$ cat src/common/nop_regs.svh
// constants for the otp and block protection host controller
`ifndef NOP_REGS_SVH
`define NOP_REGS_SVH

// apb register offsets
`define NOP_OFF_CTRL 8'h00
`define NOP_OFF_ADDR 8'h04
`define NOP_OFF_DATA 8'h08
`define NOP_OFF_STAT 8'h0c

// ctrl field positions
`define NOP_CTRL_OP_LSB 0
`define NOP_CTRL_GO 8
`define NOP_CTRL_WP 16

// operation codes written to ctrl
`define NOP_OP_OTP_ENTER 4'h1
`define NOP_OP_OTP_LOCK 4'h2
`define NOP_OP_OTP_EXIT 4'h3
`define NOP_OP_BP_SET 4'h4
`define NOP_OP_READ 4'h5
`define NOP_OP_RDOUT 4'h6
`define NOP_OP_PROG 4'h7
`define NOP_OP_RANDIN 4'h8
`define NOP_OP_CONFIRM 4'h9
`define NOP_OP_STATUS 4'ha

// flash command and feature bytes
`define NOP_CMD_SETF 8'hef
`define NOP_FA_MODE 8'h90
`define NOP_FA_BP 8'ha0
`define NOP_P1_NORM 8'h00
`define NOP_P1_OTP 8'h01
`define NOP_P1_LOCK 8'h03
`define NOP_P_ZERO 8'h00
`define NOP_CMD_READ 8'h00
`define NOP_CMD_READ_GO 8'h30
`define NOP_CMD_RDOUT 8'h05
`define NOP_CMD_RDOUT_GO 8'he0
`define NOP_CMD_PROG 8'h80
`define NOP_CMD_RANDIN 8'h85
`define NOP_CMD_PROG_GO 8'h10
`define NOP_CMD_STATUS 8'h70
`define NOP_STAT_PFAIL 8'h60

// otp page window and partial program budget
`define NOP_OTP_PG_MIN 6'h02
`define NOP_OTP_PG_MAX 6'h1f
`define NOP_OTP_NOP 4'h8

// timing, in ns, and derived clock counts (least times round up)
`define NOP_CLK_NS 10
`define NOP_T_ADL_NS 70
`define NOP_T_WB_NS 100
`define NOP_T_WW_NS 100
`define NOP_T_REA_NS 16
`define NOP_ADL_CYC ((`NOP_T_ADL_NS + `NOP_CLK_NS - 1) / `NOP_CLK_NS)
`define NOP_WB_CYC ((`NOP_T_WB_NS + `NOP_CLK_NS - 1) / `NOP_CLK_NS)
`define NOP_WW_CYC ((`NOP_T_WW_NS + `NOP_CLK_NS - 1) / `NOP_CLK_NS)
`define NOP_REA_CYC ((`NOP_T_REA_NS + `NOP_CLK_NS - 1) / `NOP_CLK_NS)

`endif

$ cat src/common/nop_pkg.sv
// types for the otp and block protection host controller
package nop_pkg;
  typedef enum logic [2:0] {K_CMD, K_ADDR, K_WR, K_RDS, K_RDD, K_WAIT, K_END} nop_kind_t;
  typedef enum logic [1:0] {S_IDLE, S_WPH, S_RUN, S_ACK} nop_seq_t;
  typedef enum logic [2:0] {E_IDLE, E_SET, E_WLOW, E_RLOW, E_GAP, E_BUSY} nop_eng_t;
  typedef enum logic [1:0] {M_NORM, M_OTP, M_LOCK} nop_mode_t;
endpackage : nop_pkg

$ cat src/common/nop_cyc_if.sv
// one flash bus cycle request between sequencer and pin engine
`timescale 1ns/10ps
interface nop_cyc_if;
  logic req;
  nop_pkg::nop_kind_t kind;
  logic [7:0] wbyte;
  logic ack;
  logic [7:0] rbyte;
  modport seq (output req, output kind, output wbyte, input ack, input rbyte);
  modport eng (input req, input kind, input wbyte, output ack, output rbyte);
endinterface : nop_cyc_if

$ cat src/design/nop_engine.sv
// flash pin engine: one command, address, data or busy-wait cycle per request
`timescale 1ns/10ps
`include "nop_regs.svh"
module nop_engine (
  // system
  input wire logic clk,
  input wire logic rst,
  // sequencer side
  nop_cyc_if.eng cyc,
  // flash pins
  output logic cle,
  output logic ale,
  output logic we_n,
  output logic re_n,
  output logic [7:0] io_out,
  output logic io_oe,
  input wire logic [7:0] io_in,
  input wire logic ready_busy_n
);
  nop_pkg::nop_eng_t st_q, st_d;
  logic [3:0] cnt_q, cnt_d;
  logic cle_q, cle_d, ale_q, ale_d, we_n_q, we_n_d, re_n_q, re_n_d, oe_q, oe_d, ack_q, ack_d;
  logic [7:0] io_q, io_d, rb_q, rb_d;
  logic rd_q, rd_d;

  always_comb begin
    st_d = st_q;
    cnt_d = cnt_q;
    cle_d = cle_q;
    ale_d = ale_q;
    we_n_d = we_n_q;
    re_n_d = re_n_q;
    oe_d = oe_q;
    io_d = io_q;
    rb_d = rb_q;
    rd_d = rd_q;
    ack_d = 1'b0;
    case (st_q)
      nop_pkg::E_IDLE: begin
        // req is still high in the cycle that ack is seen; starting again would repeat the byte
        if (cyc.req && !ack_q) begin
          if (cyc.kind == nop_pkg::K_WAIT) begin
            // ready_busy_n is not valid until the busy window opens
            cnt_d = 4'(`NOP_WB_CYC);
            st_d = nop_pkg::E_BUSY;
          end else begin
            cle_d = (cyc.kind == nop_pkg::K_CMD);
            ale_d = (cyc.kind == nop_pkg::K_ADDR);
            rd_d = (cyc.kind == nop_pkg::K_RDS) || (cyc.kind == nop_pkg::K_RDD);
            oe_d = !rd_d;
            io_d = cyc.wbyte;
            st_d = nop_pkg::E_SET;
          end
        end
      end
      nop_pkg::E_SET: begin
        if (rd_q) begin
          re_n_d = 1'b0;
          cnt_d = 4'(`NOP_REA_CYC - 1);
          st_d = nop_pkg::E_RLOW;
        end else begin
          we_n_d = 1'b0;
          st_d = nop_pkg::E_WLOW;
        end
      end
      nop_pkg::E_WLOW: begin
        we_n_d = 1'b1;
        cnt_d = 4'(`NOP_ADL_CYC);
        st_d = nop_pkg::E_GAP;
      end
      nop_pkg::E_RLOW: begin
        if (cnt_q == 4'h0) begin
          re_n_d = 1'b1;
          rb_d = io_in;
          cnt_d = 4'(`NOP_ADL_CYC);
          st_d = nop_pkg::E_GAP;
        end else begin
          cnt_d = cnt_q - 4'h1;
        end
      end
      nop_pkg::E_GAP: begin
        // gap covers address-to-data and read-to-write turnaround alike
        if (cnt_q == 4'h0) begin
          cle_d = 1'b0;
          ale_d = 1'b0;
          oe_d = 1'b0;
          ack_d = 1'b1;
          st_d = nop_pkg::E_IDLE;
        end else begin
          cnt_d = cnt_q - 4'h1;
        end
      end
      nop_pkg::E_BUSY: begin
        if (cnt_q != 4'h0) begin
          cnt_d = cnt_q - 4'h1;
        end else if (ready_busy_n) begin
          ack_d = 1'b1;
          st_d = nop_pkg::E_IDLE;
        end
      end
      default: st_d = nop_pkg::E_IDLE;
    endcase
  end

  always_ff @(posedge clk or posedge rst) begin
    if (rst) begin
      st_q <= nop_pkg::E_IDLE;
      cnt_q <= 4'h0;
      cle_q <= 1'b0;
      ale_q <= 1'b0;
      we_n_q <= 1'b1;
      re_n_q <= 1'b1;
      oe_q <= 1'b0;
      io_q <= 8'h00;
      rb_q <= 8'h00;
      rd_q <= 1'b0;
      ack_q <= 1'b0;
    end else begin
      st_q <= st_d;
      cnt_q <= cnt_d;
      cle_q <= cle_d;
      ale_q <= ale_d;
      we_n_q <= we_n_d;
      re_n_q <= re_n_d;
      oe_q <= oe_d;
      io_q <= io_d;
      rb_q <= rb_d;
      rd_q <= rd_d;
      ack_q <= ack_d;
    end
  end

  assign cyc.ack = ack_q;
  assign cyc.rbyte = rb_q;
  assign cle = cle_q;
  assign ale = ale_q;
  assign we_n = we_n_q;
  assign re_n = re_n_q;
  assign io_out = io_q;
  assign io_oe = oe_q;
endmodule : nop_engine

$ cat src/design/nop_host.sv
// host controller for flash otp area and block protection, apb programmed
//
// Added by the designer: the register offsets and register access over APB.
`timescale 1ns/10ps
`include "nop_regs.svh"
module nop_host (
  // system
  input wire logic clk,
  input wire logic rst,
  // apb slave
  input wire logic psel,
  input wire logic penable,
  input wire logic pwrite,
  input wire logic [7:0] paddr,
  input wire logic [31:0] pwdata,
  output logic [31:0] prdata,
  output logic pready,
  output logic pslverr,
  // flash pins
  output logic ce_n,
  output logic cle,
  output logic ale,
  output logic we_n,
  output logic re_n,
  output logic wp_n,
  output logic [7:0] io_out,
  output logic io_oe,
  input wire logic [7:0] io_in,
  input wire logic ready_busy_n
);
  nop_cyc_if cyc ();

  nop_pkg::nop_seq_t st_q, st_d;
  nop_pkg::nop_mode_t mode_q, mode_d;
  nop_pkg::nop_kind_t kind_q, kind_d, sk;
  logic [7:0] sv;
  logic [3:0] op_q, op_d, cnt_q, cnt_d;
  logic [4:0] idx_q, idx_d, pg_q, pg_d;
  logic [15:0] col_q, col_d, row_q, row_d;
  logic [7:0] wdat_q, wdat_d, stat_q, stat_d, rdat_q, rdat_d, wbyte_q, wbyte_d;
  logic [5:0] bp_q, bp_d;
  logic req_q, req_d, wp_n_q, wp_n_d, ce_n_q, ce_n_d;
  logic locked_q, locked_d, solid_q, solid_d, open_q, open_d;
  logic refused_q, refused_d, pfail_q, pfail_d;
  logic pready_q, pready_d, pslverr_q, pslverr_d;
  logic [31:0] prdata_q, prdata_d;
  logic [3:0] nop_q [32];
  logic [3:0] nop_d [32];
  logic acc, wr_en, go, bad_pg, refuse, feat;
  logic [3:0] wop;

  // sequencer step table: kind and byte for op_q at idx_q
  always_comb begin
    sk = nop_pkg::K_END;
    sv = `NOP_P_ZERO;
    feat = (op_q == `NOP_OP_OTP_ENTER) || (op_q == `NOP_OP_OTP_LOCK) ||
           (op_q == `NOP_OP_OTP_EXIT) || (op_q == `NOP_OP_BP_SET);
    if (feat) begin
      case (idx_q)
        5'd0: begin sk = nop_pkg::K_CMD; sv = `NOP_CMD_SETF; end
        5'd1: begin
          sk = nop_pkg::K_ADDR;
          sv = (op_q == `NOP_OP_BP_SET) ? `NOP_FA_BP : `NOP_FA_MODE;
        end
        5'd2: begin
          sk = nop_pkg::K_WR;
          case (op_q)
            `NOP_OP_OTP_ENTER: sv = `NOP_P1_OTP;
            `NOP_OP_OTP_LOCK: sv = `NOP_P1_LOCK;
            `NOP_OP_BP_SET: sv = {2'b00, bp_q};
            default: sv = `NOP_P1_NORM;
          endcase
        end
        5'd3, 5'd4, 5'd5: sk = nop_pkg::K_WR;
        5'd6: sk = nop_pkg::K_WAIT;
        default: begin
          if (op_q == `NOP_OP_OTP_LOCK) begin
            // lock address cycles carry 00h, any value would do
            case (idx_q)
              5'd7: begin sk = nop_pkg::K_CMD; sv = `NOP_CMD_PROG; end
              5'd8, 5'd9, 5'd10, 5'd11: sk = nop_pkg::K_ADDR;
              5'd12: begin sk = nop_pkg::K_CMD; sv = `NOP_CMD_PROG_GO; end
              5'd13: sk = nop_pkg::K_WAIT;
              5'd14: begin sk = nop_pkg::K_CMD; sv = `NOP_CMD_STATUS; end
              5'd15: sk = nop_pkg::K_RDS;
              default: sk = nop_pkg::K_END;
            endcase
          end
        end
      endcase
    end else begin
      // read and program use the plain array sequences; no cache read exists
      case ({op_q, idx_q})
        {`NOP_OP_READ, 5'd0}: begin sk = nop_pkg::K_CMD; sv = `NOP_CMD_READ; end
        {`NOP_OP_READ, 5'd5}: begin sk = nop_pkg::K_CMD; sv = `NOP_CMD_READ_GO; end
        {`NOP_OP_READ, 5'd6}: sk = nop_pkg::K_WAIT;
        {`NOP_OP_READ, 5'd7}: sk = nop_pkg::K_RDD;
        {`NOP_OP_RDOUT, 5'd0}: begin sk = nop_pkg::K_CMD; sv = `NOP_CMD_RDOUT; end
        {`NOP_OP_RDOUT, 5'd3}: begin sk = nop_pkg::K_CMD; sv = `NOP_CMD_RDOUT_GO; end
        {`NOP_OP_RDOUT, 5'd4}: sk = nop_pkg::K_RDD;
        {`NOP_OP_PROG, 5'd0}: begin sk = nop_pkg::K_CMD; sv = `NOP_CMD_PROG; end
        {`NOP_OP_PROG, 5'd5}: begin sk = nop_pkg::K_WR; sv = wdat_q; end
        {`NOP_OP_RANDIN, 5'd0}: begin sk = nop_pkg::K_CMD; sv = `NOP_CMD_RANDIN; end
        {`NOP_OP_RANDIN, 5'd3}: begin sk = nop_pkg::K_WR; sv = wdat_q; end
        {`NOP_OP_CONFIRM, 5'd0}: begin sk = nop_pkg::K_CMD; sv = `NOP_CMD_PROG_GO; end
        {`NOP_OP_CONFIRM, 5'd1}: sk = nop_pkg::K_WAIT;
        {`NOP_OP_CONFIRM, 5'd2}, {`NOP_OP_STATUS, 5'd0}: begin
          sk = nop_pkg::K_CMD;
          sv = `NOP_CMD_STATUS;
        end
        {`NOP_OP_CONFIRM, 5'd3}, {`NOP_OP_STATUS, 5'd1}: sk = nop_pkg::K_RDS;
        default: begin
          // column then row address cycles for read and prog; column cycles only for rdout and randin
          if ((op_q == `NOP_OP_READ || op_q == `NOP_OP_PROG) && idx_q >= 5'd1 &&
              idx_q <= 5'd4) begin
            sk = nop_pkg::K_ADDR;
            case (idx_q)
              5'd1: sv = col_q[7:0];
              5'd2: sv = col_q[15:8];
              5'd3: sv = row_q[7:0];
              default: sv = row_q[15:8];
            endcase
          end else if ((op_q == `NOP_OP_RDOUT || op_q == `NOP_OP_RANDIN) &&
                       (idx_q == 5'd1 || idx_q == 5'd2)) begin
            sk = nop_pkg::K_ADDR;
            sv = (idx_q == 5'd1) ? col_q[7:0] : col_q[15:8];
          end
        end
      endcase
    end
  end

  // apb decode, go checks, sequencer and mode tracking
  always_comb begin
    st_d = st_q;
    mode_d = mode_q;
    kind_d = kind_q;
    op_d = op_q;
    cnt_d = cnt_q;
    idx_d = idx_q;
    pg_d = pg_q;
    col_d = col_q;
    row_d = row_q;
    wdat_d = wdat_q;
    bp_d = bp_q;
    stat_d = stat_q;
    rdat_d = rdat_q;
    wbyte_d = wbyte_q;
    req_d = req_q;
    wp_n_d = wp_n_q;
    locked_d = locked_q;
    solid_d = solid_q;
    open_d = open_q;
    refused_d = refused_q;
    pfail_d = pfail_q;
    nop_d = nop_q;
    acc = psel && penable && !pready_q;
    wr_en = psel && penable && pready_q && pwrite;
    pready_d = acc;
    pslverr_d = 1'b0;
    prdata_d = 32'h0000_0000;
    if (acc) begin
      case (paddr)
        `NOP_OFF_CTRL: prdata_d = {15'h0000, wp_n_q, 12'h000, op_q};
        `NOP_OFF_ADDR: prdata_d = {row_q, col_q};
        `NOP_OFF_DATA: prdata_d = {18'h00000, bp_q, wdat_q};
        `NOP_OFF_STAT: prdata_d = {8'h00, rdat_q, stat_q, 1'b0, pfail_q, refused_q,
                                   solid_q, locked_q, mode_q, st_q != nop_pkg::S_IDLE};
        default: pslverr_d = 1'b1;
      endcase
    end
    go = 1'b0;
    wop = pwdata[`NOP_CTRL_OP_LSB +: 4];
    if (wr_en) begin
      case (paddr)
        `NOP_OFF_CTRL: begin
          go = pwdata[`NOP_CTRL_GO];
          if (!go) begin
            wp_n_d = pwdata[`NOP_CTRL_WP];
          end
        end
        `NOP_OFF_ADDR: begin
          col_d = pwdata[15:0];
          row_d = pwdata[31:16];
        end
        `NOP_OFF_DATA: begin
          wdat_d = pwdata[7:0];
          bp_d = pwdata[13:8];
        end
        default: ;
      endcase
    end
    bad_pg = (row_q[15:6] != 10'h000) || (row_q[5:0] < `NOP_OTP_PG_MIN) ||
             (row_q[5:0] > `NOP_OTP_PG_MAX);
    refuse = (st_q != nop_pkg::S_IDLE) ||
             (mode_q == nop_pkg::M_OTP && bad_pg &&
              (wop == `NOP_OP_READ || wop == `NOP_OP_PROG)) ||
             (mode_q == nop_pkg::M_OTP && locked_q &&
              (wop == `NOP_OP_PROG || wop == `NOP_OP_RANDIN)) ||
             (!open_q && (wop == `NOP_OP_RANDIN || wop == `NOP_OP_CONFIRM)) ||
             (mode_q == nop_pkg::M_OTP && wop == `NOP_OP_CONFIRM &&
              nop_q[pg_q] >= `NOP_OTP_NOP) ||
             (solid_q && wop == `NOP_OP_BP_SET) ||
             (wop == 4'h0) || (wop > `NOP_OP_STATUS);
    case (st_q)
      nop_pkg::S_IDLE: begin
        if (go && refuse) begin
          refused_d = 1'b1;
        end else if (go) begin
          refused_d = 1'b0;
          op_d = wop;
          idx_d = 5'd0;
          if (wop == `NOP_OP_BP_SET) begin
            // protection writes are ignored unless write protect is released first
            wp_n_d = 1'b1;
            cnt_d = 4'(`NOP_WW_CYC);
            st_d = nop_pkg::S_WPH;
          end else begin
            st_d = nop_pkg::S_RUN;
          end
        end
      end
      nop_pkg::S_WPH: begin
        if (cnt_q == 4'h0) begin
          st_d = nop_pkg::S_RUN;
        end else begin
          cnt_d = cnt_q - 4'h1;
        end
      end
      nop_pkg::S_RUN: begin
        if (sk == nop_pkg::K_END) begin
          st_d = nop_pkg::S_IDLE;
          case (op_q)
            `NOP_OP_OTP_ENTER: mode_d = nop_pkg::M_OTP;
            `NOP_OP_OTP_LOCK: begin
              mode_d = nop_pkg::M_LOCK;
              locked_d = 1'b1;
            end
            `NOP_OP_OTP_EXIT: mode_d = nop_pkg::M_NORM;
            `NOP_OP_BP_SET: solid_d = bp_q[0];
            `NOP_OP_PROG: begin
              open_d = 1'b1;
              pg_d = row_q[4:0];
            end
            `NOP_OP_CONFIRM: begin
              open_d = 1'b0;
              if (mode_q == nop_pkg::M_OTP) begin
                nop_d[pg_q] = nop_q[pg_q] + 4'h1;
              end
            end
            default: ;
          endcase
        end else begin
          req_d = 1'b1;
          kind_d = sk;
          wbyte_d = sv;
          st_d = nop_pkg::S_ACK;
        end
      end
      nop_pkg::S_ACK: begin
        if (cyc.ack) begin
          req_d = 1'b0;
          idx_d = idx_q + 5'd1;
          st_d = nop_pkg::S_RUN;
          if (kind_q == nop_pkg::K_RDS) begin
            stat_d = cyc.rbyte;
            pfail_d = (cyc.rbyte == `NOP_STAT_PFAIL);
          end else if (kind_q == nop_pkg::K_RDD) begin
            rdat_d = cyc.rbyte;
          end
        end
      end
      default: st_d = nop_pkg::S_IDLE;
    endcase
    // chip enable stays low across an open program so random input can follow
    ce_n_d = !((st_d != nop_pkg::S_IDLE) || open_d);
  end

  always_ff @(posedge clk or posedge rst) begin
    if (rst) begin
      st_q <= nop_pkg::S_IDLE;
      mode_q <= nop_pkg::M_NORM;
      kind_q <= nop_pkg::K_END;
      op_q <= 4'h0;
      cnt_q <= 4'h0;
      idx_q <= 5'd0;
      pg_q <= 5'd0;
      col_q <= 16'h0000;
      row_q <= 16'h0000;
      wdat_q <= 8'h00;
      bp_q <= 6'h38;
      stat_q <= 8'h00;
      rdat_q <= 8'h00;
      wbyte_q <= 8'h00;
      req_q <= 1'b0;
      wp_n_q <= 1'b0;
      ce_n_q <= 1'b1;
      locked_q <= 1'b0;
      solid_q <= 1'b0;
      open_q <= 1'b0;
      refused_q <= 1'b0;
      pfail_q <= 1'b0;
      pready_q <= 1'b0;
      pslverr_q <= 1'b0;
      prdata_q <= 32'h0000_0000;
      for (int i = 0; i < 32; i++) begin
        nop_q[i] <= 4'h0;
      end
    end else begin
      st_q <= st_d;
      mode_q <= mode_d;
      kind_q <= kind_d;
      op_q <= op_d;
      cnt_q <= cnt_d;
      idx_q <= idx_d;
      pg_q <= pg_d;
      col_q <= col_d;
      row_q <= row_d;
      wdat_q <= wdat_d;
      bp_q <= bp_d;
      stat_q <= stat_d;
      rdat_q <= rdat_d;
      wbyte_q <= wbyte_d;
      req_q <= req_d;
      wp_n_q <= wp_n_d;
      ce_n_q <= ce_n_d;
      locked_q <= locked_d;
      solid_q <= solid_d;
      open_q <= open_d;
      refused_q <= refused_d;
      pfail_q <= pfail_d;
      pready_q <= pready_d;
      pslverr_q <= pslverr_d;
      prdata_q <= prdata_d;
      nop_q <= nop_d;
    end
  end

  assign cyc.req = req_q;
  assign cyc.kind = kind_q;
  assign cyc.wbyte = wbyte_q;
  assign prdata = prdata_q;
  assign pready = pready_q;
  assign pslverr = pslverr_q;
  assign ce_n = ce_n_q;
  assign wp_n = wp_n_q;

  nop_engine u_engine (
    .clk(clk),
    .rst(rst),
    .cyc(cyc.eng),
    .cle(cle),
    .ale(ale),
    .we_n(we_n),
    .re_n(re_n),
    .io_out(io_out),
    .io_oe(io_oe),
    .io_in(io_in),
    .ready_busy_n(ready_busy_n)
  );
endmodule : nop_host

$ cat config.mk
export PLATFORM = sky130hd
export DESIGN_NAME = nop_host
export DESIGN_NICKNAME = d
export VERILOG_FILES = /design/src/common/nop_pkg.sv /design/src/common/nop_cyc_if.sv /design/src/design/nop_engine.sv /design/src/design/nop_host.sv
export VERILOG_INCLUDE_DIRS = /design/src /design/src/common
export SDC_FILE = /design/constraint.sdc
export NUM_CORES = 1
export LEC_CHECK = 0
export BUFFER_PORTS_ARGS = -buffer_cell sky130_fd_sc_hd__buf_4
export CAP_MARGIN = 20
export CORE_MARGIN = 3
export CORE_UTILIZATION = 45
export CTS_CLUSTER_SIZE = 40
export DETAILED_ROUTE_END_ITERATION = 6
export SLEW_MARGIN = 20
export SYNTH_ARGS = -nofsm -noshare
export SYNTH_HDL_FRONTEND = slang
export SYNTH_HIERARCHICAL = 1
export SYNTH_SLANG_ARGS = --single-unit
$ cat constraint.sdc
create_clock -name clk -period 10.25 [get_ports clk]
set_clock_uncertainty 0.15 [all_clocks]
set_input_delay 1.025 -clock clk [delete_from_list [all_inputs] [get_ports clk]]
set_output_delay 1.025 -clock clk [all_outputs]
set_load 0.01 [all_outputs]
Word level (Yosys, flattened, before mapping)
Index checks and enable logic that the tools add are counted.
{"block": "op_classes", "addsub": 4, "order_cmp": 8, "eq_ne": 81, "muxes": 96, "bitwise_logic": 5, "n_reduce_logical": 98}
{"cell": "bitwise mux 128 bit", "n": 1}
{"cell": "case mux 32 bit (4 select lines)", "n": 1}
{"cell": "equality test 9 x 8 -> 1 bit (second input constant)", "n": 9}
{"cell": "equality test 9 bit (second input constant)", "n": 8}
{"cell": "case mux 8 bit (9 select lines)", "n": 1}
{"cell": "two-way mux 4 bit", "n": 13}
{"cell": "case mux 8 bit (3 select lines)", "n": 2}
{"cell": "equality test 5 x 4 -> 1 bit (second input constant)", "n": 8}
{"cell": "two-way mux 8 bit", "n": 5}
{"cell": "two-way mux 32 bit", "n": 1}
{"cell": "case mux 8 bit (4 select lines)", "n": 1}
{"cell": "two-way mux 1 bit", "n": 31}
{"cell": "two-way mux 3 bit", "n": 10}
{"cell": "equality test 4 x 3 -> 1 bit (second input constant)", "n": 7}
{"cell": "AND reduction 3 bit", "n": 9}
{"cell": "case mux 3 bit (4 select lines)", "n": 2}
{"cell": "case mux 4 bit (6 select lines)", "n": 1}
{"cell": "binary-select mux 4 bit (select 5 bit)", "n": 1}
{"cell": "demux 4 bit (select 5 bit)", "n": 1}
{"cell": "equality test 5 x 3 -> 1 bit (second input constant)", "n": 4}
{"cell": "logical OR 1 bit", "n": 20}
{"cell": "!= test 2 bit (second input constant)", "n": 10}
{"cell": "logical AND 1 bit", "n": 18}
{"cell": "case mux 3 bit (6 select lines)", "n": 1}
{"cell": "57 further kinds", "n": 127}
{"block": "word_totals", "reg_bits": 295, "input_bits": 54, "out_inout_bits": 49, "wordCells": 360}

Depth between registers and ports, before layout
{"block": "depth", "depth_word": 18, "mapped_depth": 12, "ltp_nobuf": 9}

Hierarchy
Netlist, hierarchy kept.
{"module": "nop_host", "instances": 1, "cells_per_inst": 1130, "area_each_um2": 13475.4, "seq_area_each_um2": 6638.9}
{"module": "nop_engine", "instances": 1, "cells_per_inst": 133, "area_each_um2": 1456.4, "seq_area_each_um2": 753.2}

Least setup slack after synthesis
No wires, ideal clock.
{"block": "synth_timing", "path_kind": "in2reg", "start": "in paddr[5]", "end": "reg bp_q[0]", "setup_time_ns": 0.125, "arrival_ns": 2.999, "required_ns": 9.975, "path_slack_ns": 6.977, "stages": 5, "path_buffers": 1, "cell_sequence": "nor4_1 -> nand2_1 -> nor4b_1 -> clkbuf_1 -> mux2_2"}
{"block": "synth_via", "elab_chain_cells": 2}
{"element": "start: declaration", "line_no": "nop_host.sv:14", "text": "input wire logic [7:0] paddr,"}
{"element": "equality test 8 x 4 -> 1 bit", "line_no": "nop_host.sv:175", "text": "case (paddr)"}
{"element": "AND reduction 2 bit (no source line)"}
{"element": "end signal: assignment", "line_no": "nop_host.sv:320", "text": "bp_q <= bp_d;"}
{"element": "end: declaration", "line_no": "nop_host.sv:41", "text": "logic [5:0] bp_q, bp_d;"}
Every way passes these cells.
A chain may end at the register's enable or synchronous reset.

Worst setup path after layout
{"block": "layout_timing", "start": "reg pg_q[0]", "end": "reg nop_q[45] in the netlist's numbering"}
{"block": "layout_via", "elab_chain_cells": 6, "elab_cells_between_ends": 11, "classes_between": "add/sub (1); order compare (2); mux (6); bitwise (1); reduce/logical (1)"}
{"element": "start: declaration", "line_no": "nop_host.sv:38", "text": "logic [4:0] idx_q, idx_d, pg_q, pg_d;"}
{"element": "start signal: assignment", "line_no": "nop_host.sv:316", "text": "pg_q <= pg_d;"}
{"element": "inverter 5 -> 6 bit (not written as such) (*)", "line_no": "nop_host.sv:248", "text": "nop_d[pg_q] = nop_q[pg_q] + 4'h1;"}
{"element": "binary-select mux 4 bit (select 5 bit) (tied with other cells)", "line_no": "nop_host.sv:248"}
{"element": "two-way mux 4 bit (not written as such) / logical AND 1 bit (equally long branches)", "line_no": "nop_host.sv:248"}
{"element": "two-way mux 4 bit (not written as such)", "line_no": "nop_host.sv:248"}
{"element": "adder 4 x 1 -> 4 bit / demux 4 bit (select 5 bit) (equally long branches)", "line_no": "nop_host.sv:248"}
{"element": "bitwise mux 128 bit (*)", "line_no": "nop_host.sv:248"}
{"element": "end signal: assignment", "line_no": "nop_host.sv:335", "text": "nop_q <= nop_d;"}
{"element": "end: declaration", "line_no": "nop_host.sv:47", "text": "logic [3:0] nop_q [32];"}
Mark *: on every way between the ends. The rest lies on a longest branch, timed or not. The select of a mux whose other input is x is not followed.

==> key figures <==
Logic synthesis
  – Distinct cells, synth: 97
  – Yosys Warn Count: 6
  – Synth area leaders: dfrtp_1, mux2_2, mux2i_1
  – Post-Syn Instances: 1263
  – Synthesized area per cell: 11.82 µm²
  – Area leader, netlist: dfrtp_1
  – Sequential share of the synthesized area: 49.51%
  – Share of synthesized registers carrying an async set or reset: 100.0%
  – Yosys reg bits: 295
  – Post-synth EDFFs: 0
  – Top_reg_cell synth: dfrtp_1
  – Share of the synthesized area in the top cell type: 48.10%
  – Post-synthesis cell area: 14930 µm²
  – Mapped Nets: 1327

Routing
  – Remaining DRCs: 0
  – Post-Route WL: 39200 µm
  – Met2 wire len: 19300 µm
  – Pre-antenna DRT Iters: 6
  – Via count: 10680
  – Top Metal Used: met5
  – Vias per cell: 5.918
  – WL/cell: 21.73 µm
  – Met1 WL: 16950 µm
  – Wire length on met3: 1806 µm
  – DRT antenna net count: 0
  – Initial DRC count: 791

Setup path
  – Reg2reg setup slack: 5.53 ns
  – Worst Path Required: 10.49 ns
  – Slowest cell on the critical path: ha_1
  – Worst r2r src: pg_q[0]$_DFFE_PP0P_
  – CP endpoint kind: flop
  – Crit-path cells: buf_4 > mux4_2 > a211oi_1 > nand4_1 > inv_1 > ha_1 > mux2_2
  – Reg-to-reg endpoint: nop_q[45]$_DFFE_PP0P_
  – CP delay by family, top: buffers and inverters
  – CP peak stage delay: 0.76 ns
  – CP Class: reg -> reg
  – Worst Path Arrival: 4.96 ns
  – WP buf/inv: 2
  – CP max FO: 50
  – Crit start category: flop
  – Reg2reg path depth: 7

Clocking
  – CTS tree: done
  – Post-CTS resize count: 0
  – Longest Clk Path Bufs: 3
  – Hold Buf Count CTS: 0
  – Root buf cell: clkbuf_16
  – Clk slew on worst S/H paths: 0.06 ns
  – Skew-Pair Late Insertion Delay: 0.53 ns
  – Max H-tree Level: 2
  – Clock sinks: 295
  – Setup bufs post-CTS: 0
  – CTS buffer count: 35

Final layout
  – Final nets: 1400
  – Most frequent cells in the layout: dfrtp_1, mux2_2, buf_4
  – FF+latch area: 7396 µm²
  – Share of cells above drive strength 1: 34.14%
  – Design Area, Final: 17310 µm²
  – Multi-input logic area: 7117 µm²
  – Non-filler cells in the finished layout: 1804
  – Layout area overhead: 15.90%
  – Fillers: 2859
  – Diode count: 0
  – Most common cell after layout, fill and taps aside: dfrtp_1

Power and ir drop
  – Pint: 2.031 mW
  – Part of the power in combinational logic: 2.2%
  – Leakage: 7.884 nW
  – Sequential power share: 45.6%
  – Clk network pwr share: 52.2%
  – Sw power: 0.5287 mW
  – Switching fraction of total power: 20.66%
  – PD cells: 147.9 nW/µm²
  – Maximum vdd drop: 0.1058 mV
  – Overall Power: 2.559 mW

STA
  – Worst slew pin tran: 1.045 ns
  – Tmin final: 4.720 ns
  – Pins Over Slew Limit: 0
  – Slew headroom: 30.31%
  – Fin crit share: 46.05%
  – Final setup TNS: 0 ns
  – Fmax: 211.9 MHz
  – Final Hold Viols: 0
  – Hold_ws: 0.3399 ns
  – Setup violations, final: 0
  – RSZ-0062 raised after global routing: false

Worst hold path
  – Hold Crit Depth: 1
  – HP Start: cyc.wbyte[7]$_DFFE_PP0P_
  – Hold Path Class: reg -> reg
  – Endpoint, Worst Hold: cyc.wbyte[7]$_DFFE_PP0P_

Floorplanning
  – Core Footprint: 32620 µm²
  – Initial Utilization: 45.78%
  – Die span in y: 188.2 µm
  – # rows: 66
  – Die Width: 188.2 µm
  – Ports: 103
  – Full die area: 35400 µm²

Place
  – Placed insts: 1741
  – Final HPWL DP: 26690 µm
  – IO Port Bufs: 102
  – GPL Wtd Cong: 0.8995
  – DP Area: 16050 µm²

GRT
  – Total gr overflow: 0
  – Gr usage total: 21.99%
  – First-pass GRT wire length: 62070 µm
  – Antenna violations before repair: 2
  – Largest net degree at the start of global routing: 111
  – Vias in the first global route: 10690

Outcome
  – Status: complete, no violations

Job
  – Total of max-cap violations: 0
==> worst reg2reg max path, cell delays in order, from the launching register on <==
cell	delay, ns
dfrtp_4	0.65
buf_4	0.75
mux4_2	0.61
a211oi_1	0.28
nand4_1	0.19
inv_1	0.73
ha_1	0.76
mux2_2	0.47
==> area by class of cell <==
class                   instances  share of cell area [%]
clock inverters                16                   1.417
well taps                     442                   3.195
multi-input cells             860                   41.12
inverters                      29                  0.6724
repair buffers                115                   5.010
clock buffers                  47                   5.849
flip-flops and latches        295                   42.73
==> through the flow <==
stage	setup slack (ns)	utilization [%]
4_1_cts	5.476	53.05
6_report	5.530	53.06
2_1_floorplan	1.788	-
3_5_place_dp	5.491	49.19
3_3_place_gp	5.535	49.19
5_1_grt	5.278	53.06
==> power groups by stage <==
| stage | Sequential (mW) | Clock [mW] | Combinational (mW) |
|---|---|---|---|
| after global placement | 1.19 | 0 | 0.0564 |
| after detailed placement | 1.19 | 0 | 0.0566 |
| after global routing | 1.17 | 1.42 | 0.0622 |
| final | 1.17 | 1.34 | 0.0552 |
| after CTS | 1.17 | 1.37 | 0.0568 |
| after floorplan | 1.19 | 0 | 0.0265 |
==> synth_stat cells (12+ instances only) <==
master / instances
nor3_1: 29
a21oi_1: 32
o21ai_0: 31
inv_1: 28
and3_1: 16
buf_2: 15
o22ai_1: 23
nand2b_1: 13
dfrtp_1: 287
or3_1: 14
a31oi_1: 12
nand2_1: 62
mux2_2: 215
nand3_1: 21
nor2b_1: 18
nor2_1: 71
mux4_2: 14
mux2i_1: 52
clkbuf_1: 49
a22oi_1: 34
==> worst max-delay path by stage <==
stage,startpoint,endpoint,slack [ns],cells after the start
finish,pg_q[0]$_DFFE_PP0P_,nop_q[45]$_DFFE_PP0P_,5.53,7
floorplan,rst,bp_q[0]$_DFFE_PP0P_,1.79,1
global route,pg_q[0]$_DFFE_PP0P_,nop_q[77]$_DFFE_PP0P_,5.28,7
detailed placement,pg_q[0]$_DFFE_PP0P_,nop_q[13]$_DFFE_PP0P_,5.49,7
global placement,pg_q[0]$_DFFE_PP0P_,nop_q[1]$_DFFE_PP0P_,5.53,7
CTS,pg_q[0]$_DFFE_PP0P_,nop_q[45]$_DFFE_PP0P_,5.48,7
==> routing by layer <==
metal | vias to the layer above | track usage (%)
met4 | 4 | 6.263
met3 | 79 | 3.421
li1 | 4866 | -
met1 | 5430 | 29.37
met2 | 297 | 37.31
met5 | - | 0
==> cell families (layout without fill, tap and decap cells) <==
family                     Yosys count  after routing  synth area share, %
muxes                              297            297                23.22
DFF                                295            295                49.51
and+or+nand+nor                    337            337                12.85
adders and majority gates           10             10               0.8379
buffers and inverters              108            207                3.092
AOI/OAI and AO/OA                  212            212                10.26
xor gates and xnor gates             4              4               0.2347
==> state kept, by name, indices dropped and copies added, names as in the netlist, 2 cells and up <==
name and cells:
bp_q 6, cnt_q 4, col_q 16, cyc.kind 3, cyc.wbyte 8, idx_q 5
mode_q 2, nop_q 128, op_q 4, pg_q 5, prdata 32, rdat_q 8
row_q 16, st_q 2, stat_q 8, u_engine/cnt_q 4, u_engine/cyc.rbyte 8, u_engine/io_out 8
u_engine/st_q 3, wdat_q 8
(Power assumes the default switching activity.)
